### src/rtl/mmch_pkg.sv
// Shared constants and types for the card-link command sequencer.
// Assumes a 40 MHz APB clock and one command pin plus one data pin.
package mmch_pkg;

  // ----------------------------------------------------------------
  // Register byte offsets
  // ----------------------------------------------------------------
  localparam logic [7:0] OFF_ARG   = 8'h00;
  localparam logic [7:0] OFF_CTRL  = 8'h04;
  localparam logic [7:0] OFF_COMMAND_STATUS_REG  = 8'h08;
  localparam logic [7:0] OFF_ISTS  = 8'h0c;
  localparam logic [7:0] OFF_IMASK = 8'h10;
  localparam logic [7:0] OFF_BLK   = 8'h14;
  localparam logic [7:0] OFF_DMA   = 8'h18;
  localparam logic [7:0] OFF_DATA  = 8'h1c;
  localparam logic [7:0] OFF_CDIV  = 8'h20;
  localparam logic [7:0] OFF_RESP  = 8'h40;
  localparam logic [7:0] OFF_RESPD = 8'h84;
  localparam int         RESP_BYTES = 17;

  // ----------------------------------------------------------------
  // Field positions
  // ----------------------------------------------------------------
  localparam int C_RESP   = 6;
  localparam int C_LONG   = 7;
  localparam int C_CRCCHK = 8;
  localparam int C_DATA   = 9;
  localparam int C_WRITE  = 10;
  localparam int C_MULTI  = 11;
  localparam int C_OPEN   = 12;
  localparam int C_START  = 16;
  localparam int C_ABORT  = 17;
  localparam int C_RDCONT = 18;
  localparam int I_RESP   = 0;
  localparam int I_TEND   = 1;
  localparam int I_BEND   = 2;
  localparam int I_CRC    = 3;
  localparam int I_TOUT   = 4;
  localparam int I_W      = 5;
  localparam int D_EN     = 0;
  localparam int D_AUTO   = 1;

  // ----------------------------------------------------------------
  // Reset values, cycle counts and CRC polynomials
  // ----------------------------------------------------------------
  localparam logic [7:0]  RST_CDIV     = 8'h31;
  localparam logic [11:0] RST_BLKSZ    = 12'h200;
  localparam logic [15:0] RST_BLKCNT   = 16'h0001;
  localparam logic [7:0]  CMD_BITS     = 8'h30;
  localparam logic [7:0]  LONG_BITS    = 8'h88;
  localparam logic [7:0]  CRC_SPAN     = 8'h28;
  localparam logic [7:0]  RESP_TMO     = 8'h40;
  localparam logic [7:0]  WR_TOKEN     = 8'h08;
  localparam logic [6:0]  CRC7_POLY    = 7'h09;
  localparam logic [15:0] CRC16_POLY   = 16'h1021;

  typedef enum logic [3:0] {
    ST_IDLE, ST_CMD, ST_RWAIT, ST_RESP, ST_BUSY,
    ST_DWAIT, ST_DRX, ST_DTX, ST_DBUSY
  } mmch_state_t;

  typedef struct packed {
    logic clk;
    logic cmd_o;
    logic cmd_oe;
    logic dat_o;
    logic dat_oe;
  } mmch_pins_t;

endpackage

### src/rtl/mmch_seq.sv
// Card-link command sequencer with APB registers and one interrupt.
// Assumes the card answers on cmd_in/dat_in; the card clock is ours.
//
// Decided for this implementation: the register addresses and the APB slave port.
`timescale 1ns/1ps
`default_nettype none
// Operation
// [RULE1] Software sets DMA setup before multiblock read or write commands.
// [RULE2] Auto DMA mode is unavailable for open-ended multiblock transfers.
// [RULE3] Read end shown by busy clearing, transfer-end or block-count-end flag.
// [RULE4] Abort bit stops the sequence; early abort loses the response.
// [RULE5] Software holds read-continue until the response is fully captured.
// [RULE6] After non-data commands watch data line; report card busy bit. Code watches it only after commands that get a response.
// [RULE7] CRC error flag clears by reading it as one, then writing zero.
// [RULE8] Cards drop out of identification when their bit differs.
// [RULE9] Card completing identification enters acknowledge state.
// [RULE10] Card holds data line busy during long flash operations.
// [RULE11] CRC mismatch sets error flag; enabled flag raises the interrupt. Code checks responses only with C_CRCCHK set, never long ones.
module mmch_seq (
  input  wire logic         pclk,
  input  wire logic         presetn,
  input  wire logic         psel,
  input  wire logic         penable,
  input  wire logic         pwrite,
  input  wire logic [7:0]   paddr,
  input  wire logic [31:0]  pwdata,
  output logic [31:0]       prdata,
  output logic              pready,
  output logic              pslverr,
  input  wire logic         cmd_in,
  input  wire logic         dat_in,
  output mmch_pkg::mmch_pins_t pins,
  output logic              irq,
  output logic              dma_req
);
  import mmch_pkg::*;

  typedef struct packed {
    mmch_state_t                 st;
    mmch_pins_t                  pins;
    logic [7:0]                  div;
    logic [7:0]                  cdiv;
    logic                        cmd_s1;
    logic                        cmd_s2;
    logic                        dat_s1;
    logic                        dat_s2;
    logic [47:0]                 sh;
    logic [7:0]                  cnt;
    logic [15:0]                 dcnt;
    logic [7:0]                  bsh;
    logic [15:0]                 blk;
    logic [31:0]                 arg;
    logic [12:0]                 ctrl;
    logic                        read_continue_bit;
    logic [11:0]                 blksz;
    logic [15:0]                 blkcnt;
    logic [1:0]                  dma;
    logic [I_W-1:0]              sts;
    logic [I_W-1:0]              mask;
    logic                        crc_armed;
    logic                        card_busy;
    logic [7:0]                  rx_byte;
    logic [7:0]                  tx_byte;
    logic                        rx_full;
    logic                        tx_full;
    logic [RESP_BYTES-1:0][7:0]  resp;
    logic [4:0]                  respd;
    logic                        pready;
    logic                        pslverr;
    logic [31:0]                 prdata;
    logic                        irq;
    logic                        dma_req;
  } mmch_st_t;

  mmch_st_t       s;
  mmch_st_t       n;
  logic           wr;
  logic           rd;
  logic           tick;
  logic           stall;
  logic           pause;
  logic           auto_eff;
  logic           crc_bad;
  logic           blk_end;
  logic           txb;
  logic [15:0]    nbits;
  logic [15:0]    dm1;
  logic [15:0]    nblk;
  logic [I_W-1:0] ev;
  logic [I_W-1:0] sts_clr;
  logic           c7_clr;
  logic           c7_en;
  logic           c7_din;
  logic           c16_clr;
  logic           c16_en;
  logic           c16_din;
  logic [6:0]     crc7;
  logic [15:0]    crc16;

  // ----------------------------------------------------------------
  // Address decode
  // ----------------------------------------------------------------
  function automatic logic is_resp(input logic [7:0] a);
    return (a >= OFF_RESP) && (a < OFF_RESPD) && (a[1:0] == 2'b00);
  endfunction

  function automatic logic [4:0] resp_idx(input logic [7:0] a);
    logic [7:0] d;
    d = a - OFF_RESP;
    return d[6:2];
  endfunction

  function automatic logic mapped(input logic [7:0] a);
    case (a)
      OFF_ARG, OFF_CTRL, OFF_COMMAND_STATUS_REG, OFF_ISTS, OFF_IMASK, OFF_BLK,
      OFF_DMA, OFF_DATA, OFF_CDIV, OFF_RESPD: return 1'b1;
      default: return is_resp(a);
    endcase
  endfunction

  function automatic logic [31:0] rd_mux(input mmch_st_t r,
                                         input logic [7:0] a);
    case (a)
      OFF_ARG:   return r.arg;
      OFF_CTRL:  return {13'h0, r.read_continue_bit, 5'h00, r.ctrl};
      OFF_COMMAND_STATUS_REG:  return {28'h0, r.tx_full, r.rx_full, r.card_busy,
                         r.st != ST_IDLE};
      OFF_ISTS:  return {27'h0, r.sts};
      OFF_IMASK: return {27'h0, r.mask};
      OFF_BLK:   return {r.blkcnt, 4'h0, r.blksz};
      OFF_DMA:   return {30'h0, r.dma};
      OFF_DATA:  return {24'h0, r.rx_byte};
      OFF_CDIV:  return {24'h0, r.cdiv};
      OFF_RESPD: return {27'h0, r.respd};
      default:   return is_resp(a) ? {24'h0, r.resp[resp_idx(a)]} : 32'h0;
    endcase
  endfunction

  mmch_crc #(.W(7), .POLY(CRC7_POLY)) u_crc7 (
    .clk   (pclk),
    .rst_n (presetn),
    .clr   (c7_clr),
    .en    (c7_en),
    .din   (c7_din),
    .crc   (crc7)
  );

  mmch_crc #(.W(16), .POLY(CRC16_POLY)) u_crc16 (
    .clk   (pclk),
    .rst_n (presetn),
    .clr   (c16_clr),
    .en    (c16_en),
    .din   (c16_din),
    .crc   (crc16)
  );

  // ----------------------------------------------------------------
  // Next-state logic
  // ----------------------------------------------------------------
  always_comb begin
    n = s;
    wr = psel & penable & s.pready & pwrite;
    rd = psel & penable & s.pready & ~pwrite;
    ev = '0;
    sts_clr = '0;
    crc_bad = 1'b0;
    blk_end = 1'b0;
    txb = 1'b1;
    c7_clr = 1'b0;
    c7_en = 1'b0;
    c7_din = 1'b0;
    c16_clr = 1'b0;
    c16_en = 1'b0;
    c16_din = 1'b0;
    nbits = {1'b0, s.blksz, 3'b000};
    dm1 = s.dcnt - 16'h0001;
    nblk = s.blk + 16'h0001;
    n.cmd_s1 = cmd_in;
    n.cmd_s2 = s.cmd_s1;
    n.dat_s1 = dat_in;
    n.dat_s2 = s.dat_s1;
    n.pready = psel & penable & ~s.pready;
    n.pslverr = psel & penable & ~s.pready & ~mapped(paddr);
    n.prdata = (psel & penable & ~s.pready & ~pwrite) ?
               rd_mux(s, paddr) : 32'h0;
    // Auto mode is forced off for open-ended transfers
    auto_eff = s.dma[D_EN] & s.dma[D_AUTO] & ~s.ctrl[C_OPEN];  // RULE2
    // Without auto DMA, multiblock read holds between blocks until continue is set
    pause = (s.st == ST_DWAIT) & s.ctrl[C_MULTI] & ~s.read_continue_bit  // RULE5
            & ~auto_eff & (s.blk != 16'h0);
    stall = pause | ((s.st == ST_DRX) & s.rx_full) |
            ((s.st == ST_DTX) & (s.dcnt != 16'h0) & (s.dcnt <= nbits) &
             (dm1[2:0] == 3'b000) & ~s.tx_full);
    // Card clock: stops low when idle or stalled
    tick = 1'b0;
    if (s.st == ST_IDLE) begin
      n.div = 8'h00;
      n.pins.clk = 1'b0;
    end else if (!(stall && !s.pins.clk)) begin
      if (s.div >= s.cdiv) begin
        n.div = 8'h00;
        n.pins.clk = ~s.pins.clk;
        tick = s.pins.clk;
      end else begin
        n.div = s.div + 8'h01;
      end
    end
    if (tick) begin
      case (s.st)
        ST_CMD: begin
          if (s.cnt == CMD_BITS) begin
            n.pins.cmd_oe = 1'b0;
            n.cnt = 8'h00;
            c7_clr = 1'b1;
            n.st = s.ctrl[C_RESP] ? ST_RWAIT : ST_IDLE;
          end else begin
            n.pins.cmd_oe = 1'b1;
            c7_en = (s.cnt < CRC_SPAN);
            c7_din = s.sh[47];
            if (s.cnt == CRC_SPAN) begin
              n.pins.cmd_o = crc7[6];
              n.sh = {crc7[5:0], 1'b1, 41'h0};
            end else begin
              n.pins.cmd_o = s.sh[47];
              n.sh = {s.sh[46:0], 1'b0};
            end
            n.cnt = s.cnt + 8'h01;
          end
        end
        ST_RWAIT: begin
          if (!s.cmd_s2) begin
            n.st = ST_RESP;
            n.cnt = 8'h01;
            n.bsh = 8'h00;
            c7_en = 1'b1;
          end else if (s.cnt == RESP_TMO) begin
            ev[I_TOUT] = 1'b1;
            n.st = ST_IDLE;
          end else begin
            n.cnt = s.cnt + 8'h01;
          end
        end
        ST_RESP: begin
          n.bsh = {s.bsh[6:0], s.cmd_s2};
          c7_en = (s.cnt < CRC_SPAN);
          c7_din = s.cmd_s2;
          if (s.cnt[2:0] == 3'b111) begin
            n.resp[s.cnt[7:3]] = {s.bsh[6:0], s.cmd_s2};
          end
          n.cnt = s.cnt + 8'h01;
          if (s.cnt == (s.ctrl[C_LONG] ? LONG_BITS : CMD_BITS) - 8'h01)
          begin
            ev[I_RESP] = 1'b1;
            crc_bad = s.ctrl[C_CRCCHK] & ~s.ctrl[C_LONG] &     // RULE11
                      (s.bsh[6:0] != crc7);
            n.cnt = 8'h00;
            n.dcnt = 16'h0000;
            n.blk = 16'h0000;
            c16_clr = 1'b1;
            if (!s.ctrl[C_DATA]) begin
              n.st = ST_BUSY;
            end else begin
              n.st = s.ctrl[C_WRITE] ? ST_DTX : ST_DWAIT;
            end
          end
        end
        ST_BUSY: begin
          // Data line low after a plain command means card busy
          n.card_busy = ~s.dat_s2;                              // RULE6
          if (s.dat_s2) begin
            n.st = ST_IDLE;                                     // RULE6
          end
        end
        ST_DWAIT: begin
          if (!s.dat_s2) begin
            n.st = ST_DRX;
            n.dcnt = 16'h0000;
          end
        end
        ST_DRX: begin
          n.dcnt = s.dcnt + 16'h0001;
          if (s.dcnt < nbits) begin
            n.bsh = {s.bsh[6:0], s.dat_s2};
            c16_en = 1'b1;
            c16_din = s.dat_s2;
            if (s.dcnt[2:0] == 3'b111) begin
              n.rx_byte = {s.bsh[6:0], s.dat_s2};
              n.rx_full = 1'b1;
            end
          end else if (s.dcnt < nbits + 16'h0010) begin
            n.sh[15:0] = {s.sh[14:0], s.dat_s2};
          end else begin
            crc_bad = (s.sh[15:0] != crc16);                    // RULE11
            blk_end = 1'b1;
          end
        end
        ST_DTX: begin
          n.dcnt = s.dcnt + 16'h0001;
          n.pins.dat_oe = 1'b1;
          if (s.dcnt == 16'h0000) begin
            txb = 1'b0;
          end else if (s.dcnt <= nbits) begin
            if (dm1[2:0] == 3'b000) begin
              txb = s.tx_byte[7];
              n.bsh = {s.tx_byte[6:0], 1'b0};
              n.tx_full = 1'b0;
            end else begin
              txb = s.bsh[7];
              n.bsh = {s.bsh[6:0], 1'b0};
            end
            c16_en = 1'b1;
            c16_din = txb;
          end else if (s.dcnt == nbits + 16'h0001) begin
            txb = crc16[15];
            n.sh[15:0] = {crc16[14:0], 1'b0};
          end else if (s.dcnt <= nbits + 16'h0010) begin
            txb = s.sh[15];
            n.sh[15:0] = {s.sh[14:0], 1'b0};
          end else if (s.dcnt != nbits + 16'h0011) begin
            n.pins.dat_oe = 1'b0;
            n.st = ST_DBUSY;
            n.cnt = 8'h00;
          end
          n.pins.dat_o = txb;
        end
        ST_DBUSY: begin
          // Skip the status token, then wait out the card's busy
          if (s.cnt < WR_TOKEN) begin
            n.cnt = s.cnt + 8'h01;
          end else if (s.dat_s2) begin                        // RULE10
            blk_end = 1'b1;
          end
        end
        default: begin
          n.st = ST_IDLE;
        end
      endcase
    end
    if (blk_end) begin
      n.blk = nblk;
      n.dcnt = 16'h0000;
      n.cnt = 8'h00;
      c16_clr = 1'b1;
      if (!s.ctrl[C_MULTI] || (!s.ctrl[C_OPEN] && nblk == s.blkcnt))
      begin
        n.st = ST_IDLE;                                         // RULE3
        ev[I_TEND] = 1'b1;                                      // RULE3
        ev[I_BEND] = s.ctrl[C_MULTI];                           // RULE3
      end else begin
        n.st = s.ctrl[C_WRITE] ? ST_DTX : ST_DWAIT;
      end
    end
    ev[I_CRC] = crc_bad;                                        // RULE11
    // ----------------------------------------------------------------
    // Register access side effects
    // ----------------------------------------------------------------
    // A byte landing in the same cycle loses its full flag to the read
    if (rd && paddr == OFF_DATA && s.rx_full) begin
      n.rx_full = 1'b0;
    end
    if (rd && paddr == OFF_ISTS && s.sts[I_CRC]) begin
      n.crc_armed = 1'b1;                                       // RULE7
    end
    if (wr) begin
      case (paddr)
        OFF_ARG:   n.arg = pwdata;
        OFF_CTRL: begin
          n.read_continue_bit = pwdata[C_RDCONT];
          if (pwdata[C_ABORT]) begin
            n.st = ST_IDLE;                                     // RULE4
            n.pins.cmd_oe = 1'b0;
            n.pins.dat_oe = 1'b0;
            n.card_busy = 1'b0;
          end else if (s.st == ST_IDLE) begin
            n.ctrl = pwdata[12:0];
            if (pwdata[C_START]) begin
              n.st = ST_CMD;
              n.cnt = 8'h00;
              n.sh = {2'b01, pwdata[5:0], s.arg, 7'h00, 1'b1};
              c7_clr = 1'b1;
            end
          end
        end
        OFF_ISTS: begin
          sts_clr = pwdata[I_W-1:0];
          sts_clr[I_CRC] = ~pwdata[I_CRC] & s.crc_armed;        // RULE7
          if (sts_clr[I_CRC]) begin
            n.crc_armed = 1'b0;
          end
        end
        OFF_IMASK: n.mask = pwdata[I_W-1:0];
        OFF_BLK: begin
          if (s.st == ST_IDLE) begin
            n.blksz = pwdata[11:0];
            n.blkcnt = pwdata[31:16];
          end
        end
        OFF_DMA: begin
          // Locked while a sequence runs, so setup precedes the command
          if (s.st == ST_IDLE) begin
            n.dma = pwdata[1:0];                                // RULE1
          end
        end
        OFF_DATA: begin
          n.tx_byte = pwdata[7:0];
          n.tx_full = 1'b1;
        end
        OFF_CDIV:  n.cdiv = pwdata[7:0];
        OFF_RESPD: n.respd = pwdata[4:0];
        default: begin
          if (is_resp(paddr)) begin
            n.resp[resp_idx(paddr)] = pwdata[7:0];
          end
        end
      endcase
    end
    n.sts = (s.sts & ~sts_clr) | ev;
    n.irq = |(s.sts & s.mask);                                  // RULE11
    n.dma_req = s.dma[D_EN] & (((s.st == ST_DRX) & s.rx_full) |
                               ((s.st == ST_DTX) & ~s.tx_full));
  end

  always_ff @(posedge pclk or negedge presetn) begin
    if (!presetn) begin
      s <= '0;
      s.cdiv <= RST_CDIV;
      s.blksz <= RST_BLKSZ;
      s.blkcnt <= RST_BLKCNT;
      s.pins.cmd_o <= 1'b1;
      s.pins.dat_o <= 1'b1;
    end else begin
      s <= n;
    end
  end

  assign prdata = s.prdata;
  assign pready = s.pready;
  assign pslverr = s.pslverr;
  assign pins = s.pins;
  assign irq = s.irq;
  assign dma_req = s.dma_req;
endmodule
`default_nettype wire

### src/rtl/mmch_crc.sv
// Serial CRC generator, one bit per enable, MSB-first polynomial.
// Assumes clr and en come from logic on the same clock.
`timescale 1ns/1ps
`default_nettype none
module mmch_crc #(
  parameter int           W    = 7,
  parameter logic [W-1:0] POLY = '0
) (
  input  wire logic         clk,
  input  wire logic         rst_n,
  input  wire logic         clr,
  input  wire logic         en,
  input  wire logic         din,
  output logic [W-1:0]      crc
);
  logic [W-1:0] next_crc;

  always_comb begin
    next_crc = crc;
    if (clr) begin
      next_crc = '0;
    end else if (en) begin
      next_crc = {crc[W-2:0], 1'b0} ^ ((din ^ crc[W-1]) ? POLY : '0);
    end
  end

  always_ff @(posedge clk or negedge rst_n) begin
    if (!rst_n) begin
      crc <= '0;
    end else begin
      crc <= next_crc;
    end
  end
endmodule
`default_nettype wire

### config.mk
export PLATFORM = sky130hd
export DESIGN_NAME = mmch_seq
export DESIGN_NICKNAME = d
export VERILOG_FILES = /design/src/rtl/mmch_pkg.sv /design/src/rtl/mmch_seq.sv /design/src/rtl/mmch_crc.sv
export SDC_FILE = /design/constraint.sdc
export NUM_CORES = 1
export LEC_CHECK = 0
export BUFFER_PORTS_ARGS = -buffer_cell sky130_fd_sc_hd__buf_2
export CAP_MARGIN = 20
export CORE_ASPECT_RATIO = 1.75
export CORE_UTILIZATION = 63
export DETAILED_ROUTE_END_ITERATION = 10
export PLACE_DENSITY = 0.81
export SYNTH_ARGS = -nofsm -noshare
export SYNTH_HDL_FRONTEND = slang
export SYNTH_SLANG_ARGS = --single-unit
### constraint.sdc
create_clock -name pclk -period 10.85 [get_ports pclk]
set_input_delay 0 -clock pclk [delete_from_list [all_inputs] [get_ports pclk]]
set_output_delay 0 -clock pclk [all_outputs]
set_load 0.03 [all_outputs]
==> impl_summary.log, run 1 <==
[metrics] total nets after synthesis: 2480
[metrics] status: finished, final reports clean
[metrics] Cells after Synth: roughly 2400
[metrics] detailed-route wire length per cell: approximately 26 microns
[metrics] flip-flop and latch count after synthesis: 431
[metrics] IR drop worst, VDD: roughly 0.16 mV
[metrics] cell type with the highest aggregate area in the netlist: sky130_fd_sc_hd__dfrtp_1
[metrics] routed length on met3: roughly 4200 microns
[metrics] worst setup slack after layout: 6.23 ns
[metrics] final core utilization: 70.3%
[metrics] GRT Total Usage: about two fifths
[metrics] fmax: approximately 220 MHz
[metrics] later-pin clock latency in the skew report: 0.58 ns
[metrics] Die X-Extent: between 100 and 150 microns
[metrics] clock root buffer: sky130_fd_sc_hd__clkbuf_16
[metrics] H-tree lvl count: 2
[metrics] most common library cell in the layout ignoring fill and taps: sky130_fd_sc_hd__dfrtp_1
[metrics] number of sinks on the clock net: between 400 and 500
[metrics] pin count of the biggest net entering global routing: between 150 and 200
[metrics] critical-path maximum fanout: 10
[metrics] placeable core region: 36900 sq um
[metrics] required time of the critical path: 11.28 ns
[metrics] Crit. End Element: flip-flop
[metrics] total count of hold-check failures in the final report: 0
[metrics] crit-path max cell delay: ~0.9 ns
[metrics] total number of vias: just under 20000
[metrics] worst path cell trace: inv_1, nor3_1, and3_1, and3_1, nand3_1, xnor2_1, ha_1, and4_1, nand3_1, o221ai_1, a211oi_1, o211ai_1, o21a_1, a221o_1
[metrics] warnings from Yosys: 0
[metrics] first-pass GRT wire length: about 110000 microns
[metrics] time the worst path needs with I/O delays and setup: 4.62 ns
[metrics] post-synthesis average cell area: slightly below 10 sq um
[metrics] Post-synth EDFFs: 0
[metrics] antenna violations before repair: 0
[metrics] synthesized cell area: between 20000 and 25000 sq um
[metrics] clock tree from TritonCTS: yes
[metrics] PostCTS Resize Cnt: 0
[metrics] area grow syn2layout: 9.43%
[metrics] total wire length: 75000 microns
[metrics] RSZ-0062 raised after global routing: no
[metrics] max-slew headroom at the worst pin: roughly 18%
[metrics] ratio of final minimum period to clock period: 42.6%
[metrics] ANT cells: 0
[metrics] Unique masters post-synth: 91
[metrics] transition at the pin with the smallest max-transition slack: around 1.2 ns
[metrics] met1 wire length: around 25000 microns
[metrics] I/O pin total: ~90
[metrics] final total negative setup slack: 0 ns
[metrics] share of synthesized area occupied by flip-flops and latches: 45.6%
[metrics] category of the most critical setup path: reg -> reg
[metrics] Vias/cell: a little under 7
[metrics] Final nets: between 2000 and 2500
[metrics] met2 WL: between 30000 and 40000 microns
[metrics] # DRC: 0
[metrics] minimum setup slack after placement: 6.67 ns
[metrics] CP Data Arrival Time: 5.05 ns
[metrics] final weighted congestion in routability-driven placement: roughly 1.0
[metrics] die height: 259 microns
[metrics] effective utilization at floorplan: ~64%
[metrics] most instantiated flip-flop cell in the synthesis netlist: sky130_fd_sc_hd__dfrtp_1
[metrics] Detailed Routing Iterations Pass 1: 6
[metrics] proportion of synthesized flip-flops having asynchronous set or reset: 100%
[metrics] number of nets with antenna violations after routing: 0
[metrics] Detailed Route Iter0 Violations: around 1600
[metrics] number of placement rows: 93
[metrics] HPWL reported at the end of detailed placement: around 53000 microns
[metrics] synth top area cells: sky130_fd_sc_hd__dfrtp_1 (45%), sky130_fd_sc_hd__mux2i_1 (6.5%), sky130_fd_sc_hd__mux2_2 (4.6%), sky130_fd_sc_hd__a21oi_1 (4.1%), sky130_fd_sc_hd__mux4_2 (3.8%)
[metrics] remaining global-route overflow: 0
[metrics] class of the worst hold path: in -> reg
[metrics] IO Port Bufs: 87
[metrics] share of cells above drive strength 1: 15.7%
[metrics] number of pins exceeding their max-slew limit in the final report: 0
[metrics] power per cell area: 129 nW/um^2
[metrics] clock transition at the registers of the reported paths: 0.07 ns
[metrics] die area: 38400 sq um
[metrics] skew final: about 0.030 ns
[metrics] commonest cells after routing, fill and taps aside: sky130_fd_sc_hd__dfrtp_1 (424), sky130_fd_sc_hd__nand2_1 (233), sky130_fd_sc_hd__nor2_1 (219)
[metrics] final setup violating endpoints: 0
[metrics] uppermost layer routed: met4
[metrics] cell with the biggest individual delay on the critical path: sky130_fd_sc_hd__a211oi_1
[metrics] CTS buffer count: 40
[metrics] via count of the first global-routing pass: ~20000
[metrics] Maximum Capacitance Violations: 0
[metrics] Clock Tree Buf Depth: 3
[metrics] area share of the largest cell type after synthesis: 44.8%
[metrics] type of origin of the critical path: flip-flop
[metrics] LEAKAGE: ~11 nW
[metrics] Post-CTS Repair Setup Buffers: 0
## metal layers
layer / track usage (%) / up-vias
li1: - / 8574
met1: 40.9 / 9710
met2: 69.4 / 894
met3: 5.69 / 346
met4: 36.4 / 0
met5: 0 / -
## logic make-up after synthesis
family | synth area share [%]
compound gates | 14.4
xor+xnor | 2.59
fa+ha+maj | 2.27
buf+inv | 4.57
flops | 45.6
mux | 15.1
simple gates | 15.5
## cell usage after synthesis (all sizes together) (9+ instances only)
| library cell | n |
|---|---|
| ha | 43 |
| xnor2 | 38 |
| xor2 | 32 |
| nand2b | 17 |
| mux4 | 40 |
| a222oi | 11 |
| o211ai | 9 |
| a221o | 10 |
| a22oi | 33 |
| nor2b | 9 |
| inv | 41 |
| or3 | 9 |
| and2 | 12 |
| nand2 | 234 |
| o21ai | 180 |
| buf | 87 |
| o21a | 12 |
| nand3 | 69 |
| nor4 | 23 |
| mux2 | 101 |
| a21o | 9 |
| nor3 | 35 |
| nand4 | 16 |
| a22o | 15 |
| and3 | 56 |
| clkbuf | 105 |
| nor2 | 237 |
| a21oi | 194 |
| dfrtp | 424 |
| mux2i | 153 |
| a31oi | 23 |
## worst max-delay path: cells and delay by family, from the launching register on
kind            cells  cell delay, ns
buf+inv             1            0.10
fa+ha+maj           1            0.29
simple gates        6            1.28
flops               1            0.41
xor+xnor            1            0.14
compound gates      5            2.27
## registers in the layout, indices dropped and copies added, names as in the netlist, 2 cells and up
name / count
nbits: 12
n: 2
u_crc16.crc: 16
prdata: 32
u_crc7.crc: 7
pins: 5
s: 353
## final cells by class
cell class	instances	area, sq um
sequential	431	10800
clock inverter	20	320
multi-input combinational	1726	11800
inverter	41	154
tap	475	594
timing repair buffer	151	1030
fill	2762	11000
clock buffer	53	1180
## through the flow
stage / hold WS (ns) / cell area [sq um] / total power, mW / instances
final: 0.00726 / 25900 / 3.35 / 2897
after global routing: 0.00545 / 25900 / 3.43 / 2897
after CTS: 0.000189 / 25900 / 3.37 / 2895
after detailed placement: 0.110 / 24000 / 1.76 / 2784
after global placement: 0.108 / 24000 / 1.76 / 2782
after floorplan: -0.296 / 23700 / 1.69 / 2390
## where the power goes
part	internal (mW)	total [mW]	switching, mW
clock network	0.961	1.61	0.650
registers	1.61	1.62	0.00500
logic	0.0358	0.127	0.0907
## repair_timing
| item | 4_1_cts | 5_1_grt |
|---|---|---|
| endpoints found under the hold margin | 226 | 0 |
| setup endpoints to repair | 0 | 0 |
| hold buffers | 38 | 0 |
## path summary, 6_finish.rpt
check,start,endpoint,slack [ns],cells after the start
min in group asynchronous,presetn,s[358],0.09,2
min reg2reg,n[381],s[381],0.35,0
min,pwdata[4],s[173],0.007,3
max reg2reg,nbits[6],s[335],6.23,14
max,nbits[6],s[335],6.23,14
max in group asynchronous,presetn,s[340],8.25,4
No activity file was read; power rests on OpenSTA's default activity.
==> run 2, diff against run 1 <==
--- a/config.mk
+++ b/config.mk
@@ -5,12 +5,13 @@
 export SDC_FILE = /design/constraint.sdc
 export NUM_CORES = 1
 export LEC_CHECK = 0
+export ABC_AREA = 1
 export BUFFER_PORTS_ARGS = -buffer_cell sky130_fd_sc_hd__buf_2
 export CAP_MARGIN = 20
 export CORE_ASPECT_RATIO = 1.75
-export CORE_UTILIZATION = 63
+export CORE_UTILIZATION = 57
 export DETAILED_ROUTE_END_ITERATION = 10
-export PLACE_DENSITY = 0.81
+export PLACE_DENSITY = 0.77
 export SYNTH_ARGS = -nofsm -noshare
 export SYNTH_HDL_FRONTEND = slang
 export SYNTH_SLANG_ARGS = --single-unit
==> constraint.sdc (replaced) <==
create_clock -name pclk -period 3.95 [get_ports pclk]
set_input_delay 0 -clock pclk [delete_from_list [all_inputs] [get_ports pclk]]
set_output_delay 0 -clock pclk [all_outputs]
set_load 0.03 [all_outputs]
==> run 2 against run 1 <==
Against the previous run: synthesized cell count rose by 34%; die area rose by 12%; sequential share of layout area shrank 1.4 points; flip-flop and latch count unchanged; core utilization fell by 5.8 points; critical path depth unchanged; routed wire length is 23% higher; power rose to 3.6 times the previous value; first-iteration DRC count grew 77%; cell count rose by 33%; synthesized area up 1.6%; fmax rose by 31%; largest cell class unchanged.
==> impl_summary.log, run 2 <==
[metrics] first-pass GRT wire length: 139000 microns (was 115000 microns)
[metrics] number of sinks on the clock net: 431 (unchanged)
[metrics] worst reg2reg startpoint: s[385] (was nbits[6])
[metrics] number of placement rows: 99 (was 93)
[metrics] Unique masters post-synth: 48 (was 91)
[metrics] Cells after Synth: 3213 (was 2390)
[metrics] internal power contribution: 7.97 mW (was 2.61 mW)
[metrics] CTS buffer count: 41 (was 40)
[metrics] Detailed Routing Iterations Pass 1: 6 (unchanged)
[metrics] detailed-route wire length per cell: 23.8 microns (was 25.9 microns)
[metrics] status: finished, final reports clean (unchanged)
[metrics] total nets after synthesis: 3303 (was 2480)
[metrics] most frequent cell on the critical path: sky130_fd_sc_hd__nand2_1
[metrics] clock transition at the registers of the reported paths: 0.07 ns (about the same)
[metrics] sequential cell fraction of total power: 43.7% (was 48.2%)
[metrics] Seq. cell area: 10800 sq um (unchanged)
[metrics] total wire length: 92100 microns (was 75000 microns)
[metrics] portion of total power attributed to the clock network: 33.9% (was 48.0%)
[metrics] class of the worst hold path: in -> reg (unchanged)
[metrics] multi-input logic area: 11000 sq um (was 11800 sq um)
[metrics] ratio of final minimum period to clock period: 89.4% (was 42.6%)
[metrics] die height: 274 microns (was 259 microns)
[metrics] Final nets: 3370 (was 2481)
[metrics] fmax: 283 MHz (was 216 MHz)
[metrics] LEAKAGE: 12.5 nW (was 10.7 nW)
[metrics] later-pin clock latency in the skew report: 0.59 ns (was 0.58 ns)
[metrics] startpoint of the most critical hold path: paddr[3] (was pwdata[4])
[metrics] number of nets with antenna violations after routing: 0 (unchanged)
[metrics] required time of the critical path: 4.41 ns (was 11.28 ns)
[metrics] RSZ-0062 raised after global routing: no (unchanged)
[metrics] share of synthesized area occupied by flip-flops and latches: 44.8% (was 45.6%)
[metrics] Detailed Route Iter0 Violations: 2811 (was 1586)
[metrics] Final Cell Area: 26800 sq um (was 25900 sq um)
[metrics] placeable core region: 41600 sq um (was 36900 sq um)
[metrics] total number of vias: 24200 (was 19500)
[metrics] non-filler cells in the finished layout: 3867 (was 2897)
[metrics] area share of the largest cell type after synthesis: 44.1% (was 44.8%)
[metrics] skew final: 0.0298 ns (was 0.0302 ns)
[metrics] overall power of the completed layout: 12.1 mW (was 3.35 mW)
[metrics] NetSw: 4.17 mW (was 0.746 mW)
[metrics] fill cell instance count of the final layout: 3726 (was 2762)
[metrics] antenna violations before repair: 4 (was 0)
[metrics] transition at the pin with the smallest max-transition slack: 1.17 ns (was 1.23 ns)
[metrics] most instantiated flip-flop cell in the synthesis netlist: sky130_fd_sc_hd__dfrtp_1 (unchanged)
[metrics] synthesized cell area: 24100 sq um (was 23700 sq um)
[metrics] Maximum Capacitance Violations: 0 (unchanged)
[metrics] post-synthesis average cell area: 7.49 sq um (was 9.91 sq um)
[metrics] Vias/cell: 6.25 (was 6.74)
[metrics] max-slew headroom at the worst pin: 21.3% (was 18.0%)
[metrics] Die X-Extent: 157 microns (was 149 microns)
[metrics] IO Port Bufs: 87 (unchanged)
[metrics] number of pins exceeding their max-slew limit in the final report: 0 (unchanged)
[metrics] IR drop worst, VDD: 0.347 mV (was 0.161 mV)
[metrics] remaining global-route overflow: 0 (unchanged)
[metrics] combinational power share: 22.4% (was 3.8%)
[metrics] I/O pin total: 88 (unchanged)
[metrics] H-tree lvl count: 2 (unchanged)
[metrics] warnings from Yosys: 0 (unchanged)
[metrics] worst path cell trace: inv_1, ha_1, nand2_1, o21ai_0, nand2_1, nand3_2, nand2_1, buf_4, nor2_1, nand2_1, nor2_1, a21oi_1, o21ai_0, nand2_1 (was inv_1, nor3_1, and3_1, and3_1, nand3_1, xnor2_1, ha_1, and4_1, nand3_1, o221ai_1, a211oi_1, o211ai_1, o21a_1, a221o_1)
[metrics] clock tree from TritonCTS: yes (unchanged)
[metrics] synth top area cells: sky130_fd_sc_hd__dfrtp_1 (44%), sky130_fd_sc_hd__nand2_1 (11%), sky130_fd_sc_hd__o21ai_0 (8.2%), sky130_fd_sc_hd__inv_1 (6.1%), sky130_fd_sc_hd__nor2_1 (4.4%) (was sky130_fd_sc_hd__dfrtp_1 (45%), sky130_fd_sc_hd__mux2i_1 (6.5%), sky130_fd_sc_hd__mux2_2 (4.6%), sky130_fd_sc_hd__a21oi_1 (4.1%), sky130_fd_sc_hd__mux4_2 (3.8%))
[metrics] cell with the biggest individual delay on the critical path: sky130_fd_sc_hd__nor2_1 (was sky130_fd_sc_hd__a211oi_1)
[metrics] category of the most critical setup path: reg -> reg (unchanged)
[metrics] Post-synth EDFFs: 0 (unchanged)
[metrics] crit-path max cell delay: 0.56 ns (was 0.90 ns)
[metrics] critical-path maximum fanout: 17 (was 10)
[metrics] total count of hold-check failures in the final report: 0 (unchanged)
[metrics] power per cell area: 453 nW/um^2 (was 129 nW/um^2)
[metrics] GRT Total Usage: 43.6% (was 39.8%)
[metrics] cell types with the highest counts after synthesis: sky130_fd_sc_hd__nand2_1 (709), sky130_fd_sc_hd__dfrtp_1 (424), sky130_fd_sc_hd__o21ai_0 (393) (was sky130_fd_sc_hd__dfrtp_1 (424), sky130_fd_sc_hd__nand2_1 (233), sky130_fd_sc_hd__nor2_1 (220))
[metrics] most common library cell in the layout ignoring fill and taps: sky130_fd_sc_hd__nand2_1 (was sky130_fd_sc_hd__dfrtp_1)
[metrics] register with the most flip-flops: s (unchanged)
[metrics] Clock Tree Buf Depth: 3 (unchanged)
[metrics] proportion of synthesized flip-flops having asynchronous set or reset: 100% (unchanged)
[metrics] # DRC: 0 (unchanged)
[metrics] flip-flop and latch count after synthesis: 431 (unchanged)
[metrics] cell with the most instances after synthesis: sky130_fd_sc_hd__nand2_1 (was sky130_fd_sc_hd__dfrtp_1)
[metrics] share of cells above drive strength 1: 7.89% (was 15.7%)
[metrics] via count of the first global-routing pass: 23200 (was 20000)
[metrics] final total negative setup slack: 0 ns (unchanged)
[metrics] die area: 43100 sq um (was 38400 sq um)
[metrics] Placed Area: 25000 sq um (was 24000 sq um)
[metrics] final setup violating endpoints: 0 (unchanged)
[metrics] cell type with the highest aggregate area in the netlist: sky130_fd_sc_hd__dfrtp_1 (unchanged)
[metrics] area grow syn2layout: 11.4% (was 9.43%)
[metrics] CP Data Arrival Time: 3.99 ns (was 5.05 ns)
[metrics] Crit. End Element: flip-flop (unchanged)
[metrics] final weighted congestion in routability-driven placement: 1.07 (was 1.03)
[metrics] time the worst path needs with I/O delays and setup: 3.53 ns (was 4.62 ns)
[metrics] number of flip-flops under the largest register name: 353 (unchanged)
[metrics] HPWL reported at the end of detailed placement: 65600 microns (was 52900 microns)
[metrics] commonest cells after routing, fill and taps aside: sky130_fd_sc_hd__nand2_1 (705), sky130_fd_sc_hd__dfrtp_1 (424), sky130_fd_sc_hd__o21ai_0 (392) (was sky130_fd_sc_hd__dfrtp_1 (424), sky130_fd_sc_hd__nand2_1 (233), sky130_fd_sc_hd__nor2_1 (219))
[metrics] Cells after DPL: 3747 (was 2784)
[metrics] pin count of the biggest net entering global routing: 116 (was 152)
[metrics] type of origin of the critical path: flip-flop (unchanged)
[metrics] effective utilization at floorplan: 57.9% (was 64.2%)
[metrics] startpoint of the worst setup timing path: s[385] (was nbits[6])
[metrics] clock root buffer: sky130_fd_sc_hd__clkbuf_16 (unchanged)
[metrics] switching power share of the total: 34.4% (was 22.2%)
[run 2: changes by cell type in the layout (fill, tap and decap cells not counted), sizes merged, moves of 29 or more]
cell   before  now
nand3      69  164
nor3       35   64
mux2      101    3
and3       56    3
nand2     234  711
o22ai       5  129
o21ai     180  401
buf       112  158
mux2i     153    0
a21oi     194  153
mux4       40    0
nor2      237  287
inv        41  399
[run 2: repair_timing]
action	in CTS	in global routing
resized for setup	0	10
hold buffers	43	0
setup buffers	0	0
endpoints found under the setup margin	0	69
endpoints found under the hold margin	242	0
[run 2: cells by family after synthesis]
logic type	Yosys count	synth area share (%)
buffers and inverters	583	9.75
AOI/OAI and AO/OA	827	19.5
and+or+nand+nor	1286	22.1
adders and majority gates	43	2.23
xor gates and xnor gates	40	1.45
DFF	431	44.8
muxes	3	0.140
[run 2: area by class of cell]
cell class / count / area share (%)
Tap cell: 555 / 2.59
Clock buffer: 60 / 4.43
Clock inverter: 13 / 0.606
Timing Repair inverter: 1 / 0.0280
Timing Repair Buffer: 202 / 5.53
Sequential cell: 431 / 40.2
Antenna cell: 2 / 0.0187
Inverter: 404 / 5.67
Multi-Input combinational cell: 2199 / 40.9
[run 2: worst max-delay path, delay by kind of cell (launching register included)]
family / cells / cell delay, ns
adders and majority gates: 1 / 0.32
DFF: 1 / 0.34
and+or+nand+nor: 8 / 1.78
buffers and inverters: 2 / 0.47
AOI/OAI and AO/OA: 3 / 0.47
[run 2: power groups by stage]
stage | logic [mW] | registers, mW | clock network (mW)
after detailed placement | 2.58 | 5.35 | 0
after CTS | 2.64 | 5.27 | 4.12
after floorplan | 1.81 | 5.10 | 0
after global placement | 2.53 | 5.34 | 0
after global routing | 2.98 | 5.33 | 4.28
final | 2.72 | 5.31 | 4.12
[run 2: per-stage QoR]
stage	worst slack (ns)	hold WS, ns	util [%]
2_1_floorplan	0.776	-0.296	-
3_3_place_gp	0.329	0.108	60.0
3_5_place_dp	0.233	0.113	60.0
4_1_cts	0.212	0.0120	64.3
5_1_grt	0.0136	0.0654	64.4
6_report	0.420	0.0172	64.4
[run 2: per-layer routing]
metal / share of wire [%] / wire length (microns) / vias to the layer above / global-route usage [%]
met2: 47 / 42900 / 1448 / 70.3
met1: 33 / 30200 / 11300 / 46.8
li1: - / - / 10800 / -
met3: 9.0 / 8260 / 523 / 9.23
met4: 12 / 10700 / 2 / 42.5
met5: 0.0087 / 8 / - / 0
[run 2: worst paths after layout]
check                            endpoint  slack, ns  cells after the start
min reg2reg                        s[379]       0.38                      0
max reg2reg                        s[126]       0.42                     14
max                                s[126]       0.42                     14
min in group asynchronous  u_crc16.crc[4]       0.07                      2
max in group asynchronous          s[123]       2.76                      3
min                                 s[48]       0.02                      4
==> run 3, diff against run 2 <==
--- a/config.mk
+++ b/config.mk
@@ -14,4 +14,5 @@
 export PLACE_DENSITY = 0.77
 export SYNTH_ARGS = -nofsm -noshare
 export SYNTH_HDL_FRONTEND = slang
+export SYNTH_HIERARCHICAL = 1
 export SYNTH_SLANG_ARGS = --single-unit
==> run 3 against run 2 <==
Against the previous run: global-route usage grew 0.30 points; routed wire length shrank 0.26%; fmax shrank 3.3%; setup slack worse by 0.12 ns; design area up 0.62%; via count is 1.3% lower; sequential share of layout area shrank 0.25 points; register-to-register slack lost 0.12 ns; clock-buffer cell count did not move; largest power group unchanged; highest routed layer is now met4.
==> impl_summary.log, run 3 <==
[metrics] status: finished, final reports clean (unchanged)
[metrics] cell type with the highest aggregate area in the netlist: sky130_fd_sc_hd__dfrtp_1 (unchanged)
[metrics] number of placement rows: 99 (unchanged)
[metrics] required time of the critical path: 4.39 ns (was 4.41 ns)
[metrics] fill cell instance count of the final layout: 3635 (was 3726)
[metrics] Die X-Extent: 158 microns (was 157 microns)
[metrics] Detailed Route Iter0 Violations: 2460 (was 2811)
[metrics] H-tree lvl count: 2 (unchanged)
[metrics] number of sinks on the clock net: 431 (unchanged)
[metrics] CTS buffer count: 43 (was 41)
[metrics] time the worst path needs with I/O delays and setup: 3.65 ns (was 3.53 ns)
[metrics] internal power contribution: 7.92 mW (was 7.97 mW)
[metrics] Crit. End Element: flip-flop (unchanged)
[metrics] total wire length: 91900 microns (was 92100 microns)
[metrics] die height: 275 microns (was 274 microns)
[metrics] die area: 43300 sq um (was 43100 sq um)
[metrics] capture instance of the worst register-to-register path: u_crc16/crc[10] (was s[126])
[metrics] total nets after synthesis: 3257 (was 3303)
[metrics] clock transition at the registers of the reported paths: 0.06 ns (was 0.07 ns)
[metrics] pin count of the biggest net entering global routing: 106 (was 116)
[metrics] Clock Tree Buf Depth: 3 (unchanged)
[metrics] NetSw: 3.69 mW (was 4.17 mW)
[metrics] GRT Total Usage: 43.9% (was 43.6%)
[metrics] worst path cell trace: inv_1, ha_1, nand2_1, nor2_1, nand4_1, nand3_1, nand2_1, buf_4, inv_1, nand2_1, nand2_1, inv_1, nand2_1, buf_4, o22ai_1 (was inv_1, ha_1, nand2_1, o21ai_0, nand2_1, nand3_2, nand2_1, buf_4, nor2_1, nand2_1, nor2_1, a21oi_1, o21ai_0, nand2_1)
[metrics] first-pass GRT wire length: 139000 microns (about the same)
[metrics] IO Port Bufs: 87 (unchanged)
[metrics] most instantiated flip-flop cell in the synthesis netlist: sky130_fd_sc_hd__dfrtp_1 (unchanged)
[metrics] register-to-register setup slack: 0.30 ns (was 0.42 ns)
[metrics] final setup violating endpoints: 0 (unchanged)
[metrics] number of nets with antenna violations after routing: 0 (unchanged)
[metrics] worst reg2reg startpoint: s[388] (was s[385])
[metrics] cell with the most instances after synthesis: sky130_fd_sc_hd__nand2_1 (unchanged)
[metrics] post-synthesis average cell area: 7.65 sq um (was 7.49 sq um)
[metrics] Detailed Routing Iterations Pass 1: 6 (unchanged)
[metrics] warnings from Yosys: 6 (was 0)
[metrics] via count of the first global-routing pass: 23700 (was 23200)
[metrics] synthesized cell area: 24200 sq um (was 24100 sq um)
[metrics] register with the most flip-flops: s (unchanged)
[metrics] antenna violations before repair: 1 (was 4)
[metrics] worst setup slack after layout: 0.299 ns (was 0.420 ns)
[metrics] CP Data Arrival Time: 4.09 ns (was 3.99 ns)
[metrics] most frequent cell on the critical path: sky130_fd_sc_hd__nand2_1 (unchanged)
[metrics] share of synthesized area occupied by flip-flops and latches: 44.6% (was 44.8%)
[metrics] synth top area cells: sky130_fd_sc_hd__dfrtp_1 (44%), sky130_fd_sc_hd__nand2_1 (11%), sky130_fd_sc_hd__o21ai_0 (7.8%), sky130_fd_sc_hd__inv_1 (6.2%), sky130_fd_sc_hd__nand3_1 (3.5%) (was sky130_fd_sc_hd__dfrtp_1 (44%), sky130_fd_sc_hd__nand2_1 (11%), sky130_fd_sc_hd__o21ai_0 (8.2%), sky130_fd_sc_hd__inv_1 (6.1%), sky130_fd_sc_hd__nor2_1 (4.4%))
[metrics] final weighted congestion in routability-driven placement: 1.08 (was 1.07)
[metrics] ratio of final minimum period to clock period: 92.4% (was 89.4%)
[metrics] Vias/cell: 6.23 (was 6.25)
[metrics] share of cells above drive strength 1: 9.17% (was 7.89%)
[metrics] clock tree from TritonCTS: yes (unchanged)
[metrics] hold-critical path depth: 5 (was 4)
[metrics] LEAKAGE: 12.4 nW (was 12.5 nW)
[metrics] Unique masters post-synth: 56 (was 48)
[metrics] sequential cell fraction of total power: 43.9% (was 43.7%)
[metrics] HPWL reported at the end of detailed placement: 65800 microns (was 65600 microns)
[metrics] number of flip-flops under the largest register name: 353 (unchanged)
[metrics] fmax: 274 MHz (was 283 MHz)
[metrics] flip-flop and latch count after synthesis: 431 (unchanged)
[metrics] transition at the pin with the smallest max-transition slack: 1.21 ns (was 1.17 ns)
[metrics] detailed-route wire length per cell: 24.0 microns (was 23.8 microns)
[metrics] type of origin of the critical path: flip-flop (unchanged)
[metrics] total count of hold-check failures in the final report: 0 (unchanged)
[metrics] cell types with the highest counts after synthesis: sky130_fd_sc_hd__nand2_1 (712), sky130_fd_sc_hd__dfrtp_1 (424), sky130_fd_sc_hd__inv_1 (398) (was sky130_fd_sc_hd__nand2_1 (709), sky130_fd_sc_hd__dfrtp_1 (424), sky130_fd_sc_hd__o21ai_0 (393))
[metrics] switching power share of the total: 31.8% (was 34.4%)
[metrics] area share of the largest cell type after synthesis: 43.8% (was 44.1%)
[metrics] startpoint of the most critical hold path: paddr[6] (was paddr[3])
[metrics] commonest cells after routing, fill and taps aside: sky130_fd_sc_hd__nand2_1 (710), sky130_fd_sc_hd__dfrtp_1 (424), sky130_fd_sc_hd__inv_1 (398) (was sky130_fd_sc_hd__nand2_1 (705), sky130_fd_sc_hd__dfrtp_1 (424), sky130_fd_sc_hd__o21ai_0 (392))
[metrics] skew final: 0.0230 ns (was 0.0298 ns)
[metrics] minimum setup slack after placement: 0.100 ns (was 0.233 ns)
[metrics] critical-path maximum fanout: 25 (was 17)
[metrics] class of the worst hold path: in -> reg (unchanged)
[metrics] proportion of synthesized flip-flops having asynchronous set or reset: 100% (unchanged)
[metrics] clock root buffer: sky130_fd_sc_hd__clkbuf_16 (unchanged)
[metrics] max-slew headroom at the worst pin: 18.4% (was 21.3%)
[metrics] Maximum Capacitance Violations: 0 (unchanged)
[metrics] placeable core region: 41700 sq um (was 41600 sq um)
[metrics] area grow syn2layout: 11.5% (was 11.4%)
[metrics] most common library cell in the layout ignoring fill and taps: sky130_fd_sc_hd__nand2_1 (unchanged)
[metrics] crit-path max cell delay: 0.56 ns (about the same)
[metrics] IR drop worst, VDD: 0.345 mV (was 0.347 mV)
[metrics] Final nets: 3330 (was 3370)
[metrics] portion of total power attributed to the clock network: 36.6% (was 33.9%)
[metrics] Worst Reg2Reg Path Length in Cells: 15 (was 14)
[metrics] Cells after Synth: 3167 (was 3213)
[metrics] cell with the biggest individual delay on the critical path: sky130_fd_sc_hd__dfstp_2 (was sky130_fd_sc_hd__nor2_1)
[metrics] final total negative setup slack: 0 ns (unchanged)
[metrics] remaining global-route overflow: 0 (unchanged)
[metrics] I/O pin total: 88 (unchanged)
[metrics] # DRC: 0 (unchanged)
[metrics] Hold Path End: prdata[3] (was s[48])
[metrics] power per cell area: 430 nW/um^2 (was 453 nW/um^2)
[metrics] Post-synth EDFFs: 0 (unchanged)
[metrics] number of pins exceeding their max-slew limit in the final report: 0 (unchanged)
[metrics] combinational power share: 19.5% (was 22.4%)
[metrics] effective utilization at floorplan: 58.0% (was 57.9%)
[metrics] later-pin clock latency in the skew report: 0.58 ns (was 0.59 ns)
[metrics] total number of vias: 23800 (was 24200)
[metrics] category of the most critical setup path: reg -> reg (unchanged)
-- run 3: changes by cell type after synthesis, sizes merged, moves of 9 or more --
cell	previous run	this run
buf	57	69
a21oi	153	142
nand3	164	177
nand4	43	34
a31oi	26	12
nor3	64	38
clkbuf	122	106
inv	397	408
o21ai	401	389
o211ai	26	55
nor2	287	225
o31ai	14	5
-- run 3: worst max-delay path, delay by kind of cell, from the launching register on --
kind                     cells  cell delay, ns
buffers and inverters        5            1.07
flip-flops                   1            0.56
AO/OA/AOI/OAI                1            0.10
AND/OR/NAND/NOR              8            1.47
adder cells (fa/ha/maj)      1            0.29
-- run 3: cell families (layout without fill, tap and decap cells) --
group | count (synthesis) | count (layout) | synth area share [%]
adders and majority gates | 43 | 43 | 2.22
buffers and inverters | 593 | 696 | 9.99
xor gates and xnor gates | 56 | 56 | 2.03
DFF | 431 | 431 | 44.6
and+or+nand+nor | 1219 | 1219 | 21.2
other | 0 | 1 | 0
muxes | 4 | 4 | 0.181
AOI/OAI and AO/OA | 821 | 821 | 19.8
-- run 3: repair_timing --
item                                   4_1_cts  5_1_grt
gates resized for setup                      0        5
endpoints found under the hold margin      214        0
hold buffers                                40        0
setup endpoints to repair                    0       34
setup buffers                                0        0
-- run 3: worst max-delay path by stage --
stage,startpoint,to,slack (ns)
3_5_place_dp,nbits[5],s[325],0.10
3_3_place_gp,nbits[5],s[325],0.19
4_1_cts,nbits[5],s[325],0.08
5_1_grt,nbits[5],s[321],-0.03
6_report,s[388],u_crc16/crc[10],0.30
2_1_floorplan,nbits[6],u_crc16/crc[15],0.48
-- run 3: metrics by stage --
step / area, sq um / power [mW] / utilization, % / hold WS [ns] / cells
CTS: 26900 / 11.5 / 64.5 / 0.00681 / 3822
floorplan: 24200 / 6.46 / - / -0.296 / 3167
detailed placement: 25100 / 7.30 / 60.1 / 0.110 / 3707
finish: 27000 / 11.6 / 64.6 / 0.0397 / 3826
global route: 27000 / 12.0 / 64.6 / 0.0590 / 3826
global placement: 25100 / 7.24 / 60.1 / 0.108 / 3707
-- run 3: metal layers --
metal  routed length, microns  share of wire [%]  vias to the layer above  global-route usage (%)
met2                    43000                 47                     1411                    71.2
li1                         -                  -                    10700                       -
met3                     7270                7.9                      594                    9.78
met4                    12100                 13                        0                    48.2
met5                        0                  0                        -                       0
met1                    29500                 32                    11200                    44.3
-- run 3: final cells by class --
cell class,instances,area [sq um],area share [%]
clock buffers,60,1230,4.56
multi-input cells,2143,11000,40.8
inverters,418,1570,5.81
clock inverters,15,188,0.695
repair buffers,203,1490,5.52
well taps,555,694,2.57
diodes,1,2.50,0.00927
flip-flops and latches,431,10800,40.0
-- run 3: power by group through the flow --
stage               combinational [mW]  clock, mW  sequential, mW
floorplan                         1.46          0            5.00
detailed placement                2.15          0            5.16
finish                            2.26       4.25            5.10
global placement                  2.09          0            5.15
global route                      2.48       4.43            5.13
CTS                               2.19       4.27            5.08
